$ cat src/csr_regs.svh
// register offsets, field positions, reset values and timing for clock source routing
`ifndef CSR_REGS_SVH
`define CSR_REGS_SVH

`define CSR_ADDR_W          10
`define CSR_OFF_LOOP        10'h010
`define CSR_OFF_CAL         10'h018
`define CSR_OFF_PREDIV      10'h1e0
`define CSR_OFF_ROUTE       10'h1e1
`define CSR_OFF_UPDATE      10'h232
`define CSR_OFF_STATUS      10'h233

`define CSR_LOOP_PWR_LSB    0
`define CSR_LOOP_POL_BIT    7
`define CSR_CAL_BIT         0
`define CSR_ROUTE_BYP_BIT   0
`define CSR_ROUTE_SRC_BIT   1
`define CSR_UPDATE_BIT      0

`define CSR_LOOP_RST        8'h01
`define CSR_CAL_RST         8'h00
`define CSR_PREDIV_RST      8'h02
`define CSR_ROUTE_RST       8'h00
`define CSR_UPDATE_CMD      8'h01

`define CSR_PWR_NORMAL      2'h0
`define CSR_PWR_DOWN        2'h1

`define CSR_CLK_MHZ         25
`define CSR_CAL_TIME_NS     400
`define CSR_CAL_CYCLES      ((`CSR_CAL_TIME_NS * `CSR_CLK_MHZ + 999) / 1000)

`endif

$ cat src/csr_pkg.sv
// types for clock source routing control
package csr_pkg;
    typedef enum logic [1:0] {
        CSR_CAL_IDLE  = 2'b00,
        CSR_CAL_RUN   = 2'b01,
        CSR_CAL_DONE  = 2'b10
    } csr_cal_state_t;

    typedef enum logic [2:0] {
        CSR_DIV2 = 3'b000,
        CSR_DIV3 = 3'b001,
        CSR_DIV4 = 3'b010,
        CSR_DIV5 = 3'b011,
        CSR_DIV6 = 3'b100
    } csr_div_t;
endpackage

$ cat src/csr_div_decode.sv
// ratio field decode into division factor
`timescale 1ns/1ps
`include "csr_regs.svh"
module csr_div_decode (
    // ratio field
    input  wire logic [2:0] ratio,
    // decoded
    output logic      [2:0] factor,
    output logic            legal
);
    always_comb begin
        factor = 3'h4;
        legal  = 1'b1;
        case (ratio)
            csr_pkg::CSR_DIV2: factor = 3'h2;
            csr_pkg::CSR_DIV3: factor = 3'h3;
            csr_pkg::CSR_DIV4: factor = 3'h4;
            csr_pkg::CSR_DIV5: factor = 3'h5;
            csr_pkg::CSR_DIV6: factor = 3'h6;
            default: begin
                // unlisted codes fall back to four, never below two
                factor = 3'h4;
                legal  = 1'b0;
            end
        endcase
    end
endmodule

$ cat src/csr_route_ctrl.sv
// clock source routing, pre-divider and loop control registers
`timescale 1ns/1ps
`include "csr_regs.svh"
module csr_route_ctrl #(
    parameter int CAL_CYCLES = `CSR_CAL_CYCLES
) (
    // clock and reset
    input  wire logic                    clk,
    input  wire logic                    reset,
    // register port
    input  wire logic [`CSR_ADDR_W-1:0]  addr,
    input  wire logic [7:0]              wdata,
    input  wire logic                    wr,
    input  wire logic                    rd,
    output logic      [7:0]              rdata,
    // routing controls
    output logic                         src_osc,
    output logic                         prediv_bypass,
    output logic      [2:0]              prediv_factor,
    output logic                         loop_pwr_down,
    output logic                         pol_negative,
    output logic                         osc_enable,
    output logic                         cal_busy
);
    // ------------------------------------------------------------
    // staging registers
    // ------------------------------------------------------------
    logic [7:0] loop_stg_q;
    logic [7:0] cal_stg_q;
    logic [7:0] prediv_stg_q;
    logic [7:0] route_stg_q;
    logic [7:0] loop_act_q;
    logic [7:0] cal_act_q;
    logic [7:0] prediv_act_q;
    logic [7:0] route_act_q;
    logic       update_q;
    logic       do_update;
    logic [2:0] factor_d;
    logic       ratio_legal;
    logic [15:0] cal_cnt_q;
    csr_pkg::csr_cal_state_t cal_st_q;

    assign do_update = wr && (addr == `CSR_OFF_UPDATE) && (wdata == `CSR_UPDATE_CMD);

    always_ff @(posedge clk) begin
        if (reset) begin
            loop_stg_q   <= `CSR_LOOP_RST;
            cal_stg_q    <= `CSR_CAL_RST;
            prediv_stg_q <= `CSR_PREDIV_RST;
            route_stg_q  <= `CSR_ROUTE_RST;
        end else if (wr) begin
            case (addr)
                `CSR_OFF_LOOP:   loop_stg_q   <= wdata;
                `CSR_OFF_CAL:    cal_stg_q    <= wdata;
                `CSR_OFF_PREDIV: prediv_stg_q <= wdata;
                `CSR_OFF_ROUTE:  route_stg_q  <= wdata;
                default: ;
            endcase
        end
    end

    // ------------------------------------------------------------
    // active registers, loaded together on update
    // ------------------------------------------------------------
    always_ff @(posedge clk) begin
        if (reset) begin
            loop_act_q   <= `CSR_LOOP_RST;
            cal_act_q    <= `CSR_CAL_RST;
            prediv_act_q <= `CSR_PREDIV_RST;
            route_act_q  <= `CSR_ROUTE_RST;
        end else if (do_update) begin
            // the update write itself cannot stage, so prior writes are taken
            loop_act_q   <= loop_stg_q;
            cal_act_q    <= cal_stg_q;
            prediv_act_q <= prediv_stg_q;
            route_act_q  <= route_stg_q;
        end
    end

    // update bit reads one for one cycle, then self-clears
    always_ff @(posedge clk) begin
        if (reset) begin
            update_q <= 1'b0;
        end else begin
            update_q <= do_update;
        end
    end

    // ------------------------------------------------------------
    // pre-divider decode
    // ------------------------------------------------------------
    csr_div_decode u_dec (
        .ratio  (prediv_act_q[2:0]),
        .factor (factor_d),
        .legal  (ratio_legal)
    );

    // ------------------------------------------------------------
    // calibration sequencer
    // ------------------------------------------------------------
    always_ff @(posedge clk) begin
        if (reset) begin
            cal_st_q  <= csr_pkg::CSR_CAL_IDLE;
            cal_cnt_q <= 16'h0000;
        end else begin
            case (cal_st_q)
                csr_pkg::CSR_CAL_IDLE: begin
                    if (do_update && cal_stg_q[`CSR_CAL_BIT]) begin
                        cal_st_q  <= csr_pkg::CSR_CAL_RUN;
                        cal_cnt_q <= 16'(CAL_CYCLES - 1);
                    end
                end
                csr_pkg::CSR_CAL_RUN: begin
                    if (do_update && !cal_stg_q[`CSR_CAL_BIT]) begin
                        cal_st_q <= csr_pkg::CSR_CAL_IDLE;
                    end else if (cal_cnt_q == 16'h0000) begin
                        cal_st_q <= csr_pkg::CSR_CAL_DONE;
                    end else begin
                        cal_cnt_q <= cal_cnt_q - 16'h0001;
                    end
                end
                csr_pkg::CSR_CAL_DONE: begin
                    // a new start needs a clear-and-update first
                    if (do_update && !cal_stg_q[`CSR_CAL_BIT]) begin
                        cal_st_q <= csr_pkg::CSR_CAL_IDLE;
                    end
                end
                default: cal_st_q <= csr_pkg::CSR_CAL_IDLE;
            endcase
        end
    end

    // ------------------------------------------------------------
    // routing outputs
    // ------------------------------------------------------------
    always_ff @(posedge clk) begin
        if (reset) begin
            src_osc       <= 1'b0;
            prediv_bypass <= 1'b0;
            osc_enable    <= 1'b0;
        end else begin
            src_osc       <= route_act_q[`CSR_ROUTE_SRC_BIT];
            prediv_bypass <= route_act_q[`CSR_ROUTE_BYP_BIT];
            // oscillator powered only while it is the source
            osc_enable    <= route_act_q[`CSR_ROUTE_SRC_BIT];
        end
    end

    // ------------------------------------------------------------
    // pre-divider factor
    // ------------------------------------------------------------
    always_ff @(posedge clk) begin
        if (reset) begin
            prediv_factor <= 3'h4;
        end else begin
            prediv_factor <= factor_d;
        end
    end

    // ------------------------------------------------------------
    // loop power and polarity
    // ------------------------------------------------------------
    always_ff @(posedge clk) begin
        if (reset) begin
            loop_pwr_down <= 1'b1;
            pol_negative  <= 1'b0;
        end else begin
            // only 00b runs the loop; other codes treated as power-down
            loop_pwr_down <= loop_act_q[1:0] != `CSR_PWR_NORMAL;
            pol_negative  <= loop_act_q[`CSR_LOOP_POL_BIT];
        end
    end

    // ------------------------------------------------------------
    // calibration busy flag
    // ------------------------------------------------------------
    always_ff @(posedge clk) begin
        if (reset) begin
            cal_busy <= 1'b0;
        end else begin
            cal_busy <= cal_st_q == csr_pkg::CSR_CAL_RUN;
        end
    end

    // ------------------------------------------------------------
    // read port: staged values, status shows active state
    // ------------------------------------------------------------
    always_ff @(posedge clk) begin
        if (reset) begin
            rdata <= 8'h00;
        end else if (rd) begin
            case (addr)
                `CSR_OFF_LOOP:   rdata <= loop_stg_q;
                `CSR_OFF_CAL:    rdata <= cal_stg_q;
                `CSR_OFF_PREDIV: rdata <= prediv_stg_q;
                `CSR_OFF_ROUTE:  rdata <= route_stg_q;
                `CSR_OFF_UPDATE: rdata <= {7'h00, update_q};
                `CSR_OFF_STATUS: rdata <= {2'h0, ratio_legal, cal_st_q,
                                           ~loop_pwr_down, src_osc, prediv_bypass};
                default:         rdata <= 8'h00;
            endcase
        end else begin
            rdata <= 8'h00;
        end
    end

    // ------------------------------------------------------------
    // checks
    // ------------------------------------------------------------
    // outputs lag the active registers by one edge
    reset_default_a: assert property (
        @(posedge clk) reset
        |=> loop_pwr_down && !src_osc && !prediv_bypass && prediv_factor == 3'h4)
        else $error("reset defaults wrong");
    min_divide_a: assert property (
        @(posedge clk) disable iff (reset)
        prediv_factor >= 3'h2 && prediv_factor <= 3'h6)
        else $error("pre-divider outside two to six");
    no_early_apply_a: assert property (
        @(posedge clk) disable iff (reset)
        !do_update |=> $stable(route_act_q) && $stable(loop_act_q))
        else $error("setting applied without update");
    update_apply_a: assert property (
        @(posedge clk) disable iff (reset)
        do_update |=> route_act_q == $past(route_stg_q) && prediv_act_q == $past(prediv_stg_q))
        else $error("staged settings not applied");
    src_route_a: assert property (
        @(posedge clk) disable iff (reset)
        do_update ##1 !do_update |=> src_osc == route_act_q[`CSR_ROUTE_SRC_BIT])
        else $error("source select not routed");
    bypass_route_a: assert property (
        @(posedge clk) disable iff (reset)
        1'b1 |=> prediv_bypass == $past(route_act_q[`CSR_ROUTE_BYP_BIT]))
        else $error("bypass not routed");
    loop_power_a: assert property (
        @(posedge clk) disable iff (reset)
        1'b1 |=> loop_pwr_down == ($past(loop_act_q[1:0]) != 2'h0))
        else $error("loop power wrong");
    loop_polarity_a: assert property (
        @(posedge clk) disable iff (reset)
        1'b1 |=> pol_negative == $past(loop_act_q[7]))
        else $error("polarity wrong");
    osc_off_a: assert property (
        @(posedge clk) disable iff (reset)
        !src_osc |-> !osc_enable)
        else $error("oscillator on with external source");
    cal_start_a: assert property (
        @(posedge clk) disable iff (reset)
        cal_st_q == csr_pkg::CSR_CAL_IDLE && do_update && cal_stg_q[0] |=> ##1 cal_busy)
        else $error("calibration did not start");
    defaults_kept_a: assert property (
        @(posedge clk) reset
        |=> loop_stg_q == 8'h01 && prediv_stg_q == 8'h02 && route_stg_q == 8'h00)
        else $error("defaults not restored");
    ratio_map_a: assert property (
        @(posedge clk) disable iff (reset)
        prediv_act_q[2:0] == 3'b010 |=> prediv_factor == 3'h4)
        else $error("ratio code wrong");
    route_stage_a: assert property (
        @(posedge clk) disable iff (reset)
        wr && addr == `CSR_OFF_ROUTE |=> route_stg_q == $past(wdata))
        else $error("route write not staged");
    ratio_stage_a: assert property (
        @(posedge clk) disable iff (reset)
        wr && addr == `CSR_OFF_PREDIV |=> prediv_stg_q == $past(wdata))
        else $error("ratio write not staged");
    bad_update_a: assert property (
        @(posedge clk) disable iff (reset)
        wr && addr == `CSR_OFF_UPDATE && wdata != `CSR_UPDATE_CMD
        |=> $stable(prediv_act_q) && $stable(cal_act_q))
        else $error("wrong update code applied settings");
    loop_apply_a: assert property (
        @(posedge clk) disable iff (reset)
        do_update |=> loop_act_q == $past(loop_stg_q) && cal_act_q == $past(cal_stg_q))
        else $error("loop or calibration settings not applied");
    update_clear_a: assert property (
        @(posedge clk) disable iff (reset)
        do_update ##1 !do_update |=> !update_q)
        else $error("update bit did not clear");
    update_read_a: assert property (
        @(posedge clk) disable iff (reset)
        rd && addr == `CSR_OFF_UPDATE |=> rdata == {7'h00, $past(update_q)})
        else $error("update bit read wrong");
    stage_read_a: assert property (
        @(posedge clk) disable iff (reset)
        rd && addr == `CSR_OFF_ROUTE |=> rdata == $past(route_stg_q))
        else $error("staged route read wrong");
    cal_finish_a: assert property (
        @(posedge clk) disable iff (reset)
        cal_st_q == csr_pkg::CSR_CAL_RUN && cal_cnt_q == 16'h0000 && !do_update
        |=> cal_st_q == csr_pkg::CSR_CAL_DONE)
        else $error("calibration did not finish");
    cal_clear_a: assert property (
        @(posedge clk) disable iff (reset)
        do_update && !cal_stg_q[`CSR_CAL_BIT] |=> cal_st_q == csr_pkg::CSR_CAL_IDLE)
        else $error("calibration not reset");
    cal_hold_a: assert property (
        @(posedge clk) disable iff (reset)
        cal_st_q == csr_pkg::CSR_CAL_DONE && !do_update
        |=> cal_st_q == csr_pkg::CSR_CAL_DONE)
        else $error("calibration left done without update");
    busy_track_a: assert property (
        @(posedge clk) disable iff (reset)
        1'b1 |=> cal_busy == ($past(cal_st_q) == csr_pkg::CSR_CAL_RUN))
        else $error("calibration busy wrong");
    osc_follow_a: assert property (
        @(posedge clk) disable iff (reset)
        1'b1 |=> osc_enable == $past(route_act_q[`CSR_ROUTE_SRC_BIT]))
        else $error("oscillator enable wrong");
    legal_fallback_a: assert property (
        @(posedge clk) disable iff (reset)
        !ratio_legal |=> prediv_factor == 3'h4)
        else $error("unlisted ratio code not four");
    reset_active_a: assert property (
        @(posedge clk) reset
        |=> loop_act_q == `CSR_LOOP_RST && prediv_act_q == `CSR_PREDIV_RST
            && route_act_q == `CSR_ROUTE_RST)
        else $error("active defaults not restored");

    // ------------------------------------------------------------
    // coverage
    // ------------------------------------------------------------
    // covers show a scenario was reached, not that it was right
    update_cov_c: cover property (@(posedge clk) disable iff (reset) do_update);
    osc_cov_c: cover property (@(posedge clk) disable iff (reset) src_osc && !loop_pwr_down);
    bypass_cov_c: cover property (@(posedge clk) disable iff (reset) prediv_bypass);
    cal_cov_c: cover property (@(posedge clk) disable iff (reset)
        cal_st_q == csr_pkg::CSR_CAL_DONE);
    restart_cov_c: cover property (@(posedge clk) disable iff (reset)
        do_update && !cal_stg_q[`CSR_CAL_BIT] && cal_st_q == csr_pkg::CSR_CAL_DONE);
endmodule

$ cat config.mk
export PLATFORM = sky130hd
export DESIGN_NAME = csr_route_ctrl
export DESIGN_NICKNAME = d
export VERILOG_FILES = /design/src/csr_pkg.sv /design/src/csr_div_decode.sv /design/src/csr_route_ctrl.sv
export VERILOG_INCLUDE_DIRS = /design/src
export SDC_FILE = /design/constraint.sdc
export NUM_CORES = 1
export LEC_CHECK = 0
export ABC_AREA = 1
export CAP_MARGIN = 0
export CORE_MARGIN = 8
export CORE_UTILIZATION = 25
export CTS_CLUSTER_SIZE = 12
export DETAILED_ROUTE_END_ITERATION = 7
export DONT_BUFFER_PORTS = 1
export PLACE_DENSITY_LB_ADDON = 0.15
export SLEW_MARGIN = 20
export SYNTH_ARGS = -nofsm -noshare
export SYNTH_HDL_FRONTEND = slang
export SYNTH_HIERARCHICAL = 1
export SYNTH_SLANG_ARGS = --single-unit
$ cat constraint.sdc
create_clock -name clk -period 1.68 [get_ports clk]
set_clock_uncertainty 0.15 [all_clocks]
set_input_delay 0 -clock clk [delete_from_list [all_inputs] [get_ports clk]]
set_output_delay 0 -clock clk [all_outputs]
set_load 0.005 [all_outputs]
==> impl_metrics.xml <==
<?xml version="1.0" encoding="UTF-8"?>
<metrics>
  <group name="cells_and_area">
    <metric name="final.fill_count" unit="">1493</metric>
    <metric name="fin_area" unit="sq um">4890</metric>
    <metric name="drive_gt1_share" unit="%">21.9</metric>
    <metric name="final_net_count" unit="">612</metric>
    <metric name="area_growth_syn_to_layout" unit="%">36.7</metric>
    <metric name="antennaDiodeCount" unit="">0</metric>
  </group>
  <group name="route">
    <metric name="wl_per_cell" unit="microns">14.2</metric>
    <metric name="routed_via_density" unit="">4.51</metric>
    <metric name="drc_errors" unit="">0</metric>
    <metric name="vias" unit="">3485</metric>
    <metric name="drtAntennaViolNets" unit="">0</metric>
    <metric name="drt-pass1-iter-count" unit="">4</metric>
    <metric name="detail_route.wirelength" unit="microns">11000</metric>
    <metric name="dr.first_iter.drc_count" unit="">196</metric>
  </group>
  <group name="yosys">
    <metric name="ys_seq_area_share" unit="%">42.0</metric>
    <metric name="yosys-mux-area-fraction" unit="%">0</metric>
    <metric name="synthesis.instances" unit="">511</metric>
    <metric name="yosys.area_share.xor_xnor" unit="%">1.47</metric>
    <metric name="synthesis.nets" unit="">535</metric>
    <metric name="synth_compound_area_share" unit="%">14.5</metric>
    <metric name="yosys.area_share.simple" unit="%">32.3</metric>
    <metric name="post_synth_instance_area" unit="sq um">3580</metric>
    <metric name="synth.top_cells.by_area" unit="">dfxtp_1 42%, nand2_1 9.4%, nor2_1 8.1%, nand3_1 6.9%, inv_1 6.5%</metric>
    <metric name="synth_register_bits" unit="">75</metric>
    <metric name="post-synth-top-area-cell" unit="">dfxtp_1</metric>
    <metric name="synth.distinct_cells" unit="">33</metric>
    <metric name="post-synth-top-area-fraction" unit="%">42.0</metric>
    <metric name="mean_area_per_synthesized_cell" unit="sq um">7.00</metric>
    <metric name="yosysWarnings" unit="">6</metric>
    <metric name="largest_family_of_logic_cells_by_synthesized_area" unit="">simple AND/OR/NAND/NOR gates</metric>
    <metric name="synth_fa_ha_area_share" unit="%">0.699</metric>
  </group>
  <group name="grt">
    <metric name="track_usage" unit="%">12.2</metric>
    <metric name="antenna_found_initial" unit="">0</metric>
    <metric name="grtUsageMet3" unit="%">3.82</metric>
    <metric name="grt-ovfl-total" unit="">0</metric>
    <metric name="met2_usage" unit="%">18.7</metric>
    <metric name="grt_pass1_wl" unit="microns">17700</metric>
    <metric name="grt_use_met1" unit="%">16.1</metric>
    <metric name="largest_net_degree_at_the_start_of_global_routing" unit="">24</metric>
    <metric name="gr-max-usage-layer" unit="">met2</metric>
    <metric name="grt_pass1_vias" unit="">3391</metric>
  </group>
  <group name="job">
    <metric name="drv_cap" unit="">0</metric>
  </group>
  <group name="placement">
    <metric name="numPortBuffers" unit="">0</metric>
    <metric name="gp_congestion" unit="">0.784</metric>
    <metric name="pre_cts_ws" unit="ps">4.24</metric>
    <metric name="place_area" unit="sq um">4080</metric>
    <metric name="place_hpwl" unit="microns">7850</metric>
  </group>
  <group name="timing">
    <metric name="timing.final.max_slew_violations" unit="">0</metric>
    <metric name="max_clock_freq" unit="MHz">612</metric>
    <metric name="layout_setup_ws" unit="ps">46.5</metric>
    <metric name="max-slew-margin-rel" unit="%">72.5</metric>
    <metric name="worst-slew-pin-transition" unit="ps">411</metric>
    <metric name="report.final.hold_viol_count" unit="">17</metric>
    <metric name="final.hold.worst_slack" unit="ps">-433</metric>
    <metric name="setup_viol" unit="">0</metric>
    <metric name="grt_setup_unrepaired" unit="">yes</metric>
    <metric name="finalCriticalPeriod" unit="ps">1630</metric>
    <metric name="final_min_period_over_clock_period" unit="%">97.2</metric>
  </group>
  <group name="setup_path">
    <metric name="timing.critical_path.buf_inv" unit="">3</metric>
    <metric name="path_class" unit="">reg2reg</metric>
    <metric name="worst-r2r-setup-slack" unit="ps">50</metric>
    <metric name="cp_cell_sequence" unit="">nor2_2 -&gt; nand2_1 -&gt; nor2_1 -&gt; nand2_1 -&gt; inv_1 -&gt; nor2_2 -&gt; buf_6 -&gt; nand2_8 -&gt; buf_12 -&gt; nand3_1 -&gt; a21oi_1</metric>
    <metric name="critical_path.max_fanout" unit="">8</metric>
    <metric name="critical_path_cell_with_the_highest_stage_delay" unit="">dfxtp_1</metric>
    <metric name="timing.critical_path.max_delay_family" unit="">simple AND/OR/NAND/NOR gates</metric>
    <metric name="endpoint_kind" unit="">flop</metric>
    <metric name="worstPathRequired" unit="ps">1790</metric>
    <metric name="start_kind" unit="">flop</metric>
    <metric name="worst_path_largest_cell_delay" unit="ps">330</metric>
    <metric name="worst-endpoint-arrival" unit="ps">1740</metric>
  </group>
  <group name="pwr">
    <metric name="power_density_over_the_cells" unit="nW/um^2">785</metric>
    <metric name="power_frac_comb" unit="%">3.4</metric>
    <metric name="design_power_total" unit="mW">3.84</metric>
    <metric name="switching_power" unit="mW">0.823</metric>
    <metric name="swShare" unit="%">21.4</metric>
    <metric name="p_int" unit="mW">3.02</metric>
    <metric name="seqPwrFrac" unit="%">46.3</metric>
    <metric name="cellLeakagePower" unit="nW">2.16</metric>
    <metric name="vdd.ir_drop.worst" unit="uV">524</metric>
    <metric name="clockPowerShare" unit="%">50.3</metric>
  </group>
  <group name="floorplan">
    <metric name="core.rowCount" unit="">43</metric>
    <metric name="start_util" unit="%">25.7</metric>
    <metric name="chipHeight" unit="microns">136</metric>
    <metric name="width_of_the_chip" unit="microns">136</metric>
    <metric name="io_pins" unit="">39</metric>
    <metric name="core" unit="sq um">13900</metric>
    <metric name="area_enclosed_by_the_die_boundary" unit="sq um">18400</metric>
  </group>
  <group name="clock_network">
    <metric name="path_clk_slew" unit="ps">60</metric>
    <metric name="clock-sinks" unit="">75</metric>
    <metric name="ctsLongestPathBuffers" unit="">2</metric>
    <metric name="clk_root_buffer_cell" unit="">clkbuf_16</metric>
    <metric name="cts_htree_levels" unit="">3</metric>
    <metric name="clock_tree_from_tritoncts" unit="">yes</metric>
    <metric name="numCtsBuffers" unit="">9</metric>
    <metric name="clk_latency" unit="ps">340</metric>
  </group>
  <group name="status">
    <metric name="outcome" unit="">complete, but fails checks</metric>
    <metric name="failing_checks" unit="">negative hold slack</metric>
  </group>
  <group name="hold_path">
    <metric name="hold_path.class" unit="">in2reg</metric>
  </group>
</metrics>
==> routing by layer <==
| metal | up-vias | share of wire, % |
|---|---|---|
| li1 | 1815 | - |
| met1 | 1608 | 50 |
| met2 | 54 | 43 |
| met3 | 8 | 5.8 |
| met4 | 0 | 1.1 |
| met5 | - | 0 |
==> state kept, by name (all words and copies together), names as in the netlist <==
signal	count
cal_cnt_q	16
cal_stg_q	8
loop_stg_q	8
prediv_stg_q	8
rdata	8
route_stg_q	8
loop_act_q	3
prediv_act_q	3
prediv_factor	3
cal_st_q	2
route_act_q	2
cal_busy	1
loop_pwr_down	1
osc_enable	1
pol_negative	1
prediv_bypass	1
update_q	1
==> what timing repair did <==
item	in CTS	in global routing
gates cloned	0	1
pin swaps	0	16
endpoints found under the hold margin	75	18
setup buffers	0	1
hold buffers	32	1
resized for setup	1	55
endpoints found under the setup margin	4	31
==> placed cells by master (no fill, tap or decap), types with 9 or more instances in the layout <==
cell	n
o21ai_0	45
dlygate4sd3_1	32
nor2_1	61
a21oi_1	38
nand3_1	42
dfxtp_1	66
nor2_2	18
buf_4	39
clkbuf_16	9
nand2_1	87
inv_1	59
==> worst paths after layout <==
check,from,to,cells after the start
min,reset,cal_cnt_q[6],1
min reg2reg,loop_act_q[1],loop_pwr_down,2
max,cal_cnt_q[8],cal_cnt_q[5],11
max reg2reg,cal_cnt_q[8],cal_cnt_q[5],11
==> worst reg2reg max path: cells and delay by family (launching register included) <==
kind | cells | cell delay, ps
buf+inv | 3 | 310
compound gates | 1 | 150
simple gates | 7 | 610
flops | 1 | 330
==> cell usage after synthesis, drive strengths merged <==
library cell  instances
nor3                 10
xor2                  4
o21bai                3
xnor2                 2
nor2                 84
a211oi                1
buf                   6
a31oi                 2
dfxtp                75
ha                    2
inv                  67
o21ai                45
or2                   2
nand3                49
a21oi                40
nand2                96
o211ai                3
clkbuf                6
nand3b                3
nand4                 5
nor3b                 2
o22ai                 4
==> cell families after synthesis <==
group	after synthesis
buffers and inverters	79
adders and majority gates	2
AOI/OAI and AO/OA	98
and+or+nand+nor	251
DFF	75
xor gates and xnor gates	6
==> per-stage QoR <==
step | instances | hold WS, ps | setup TNS (ps) | utilization, %
final | 773 | -433 | 0 | 35.1
after global routing | 773 | -452 | -171 | 35.1
after CTS | 771 | -436 | 0 | 33.8
after detailed placement | 723 | -70.7 | 0 | 29.3
after global placement | 723 | -71.7 | 0 | 29.3
after floorplan | 511 | -54.5 | 0 | -
==> power by group through the flow <==
stage	Clock [mW]	Sequential [mW]	Combinational [mW]
4_1_cts	1.99	1.78	0.128
3_3_place_gp	0	1.82	0.0886
2_1_floorplan	0	1.82	0.0637
6_report	1.93	1.78	0.129
3_5_place_dp	0	1.82	0.0896
5_1_grt	2.09	1.78	0.141
==> cell type report <==
cell class                 count  area, sq um  share of cell area [%]
timing repair buffer          77          689                    14.1
multi-input combinational    358         1910                    39.1
tap                          180          225                    4.60
clock buffer                  11          243                    4.96
clock inverter                 5         52.6                    1.07
inverter                      67          254                    5.19
sequential                    75         1520                    31.0
(Power assumes the default switching activity.)
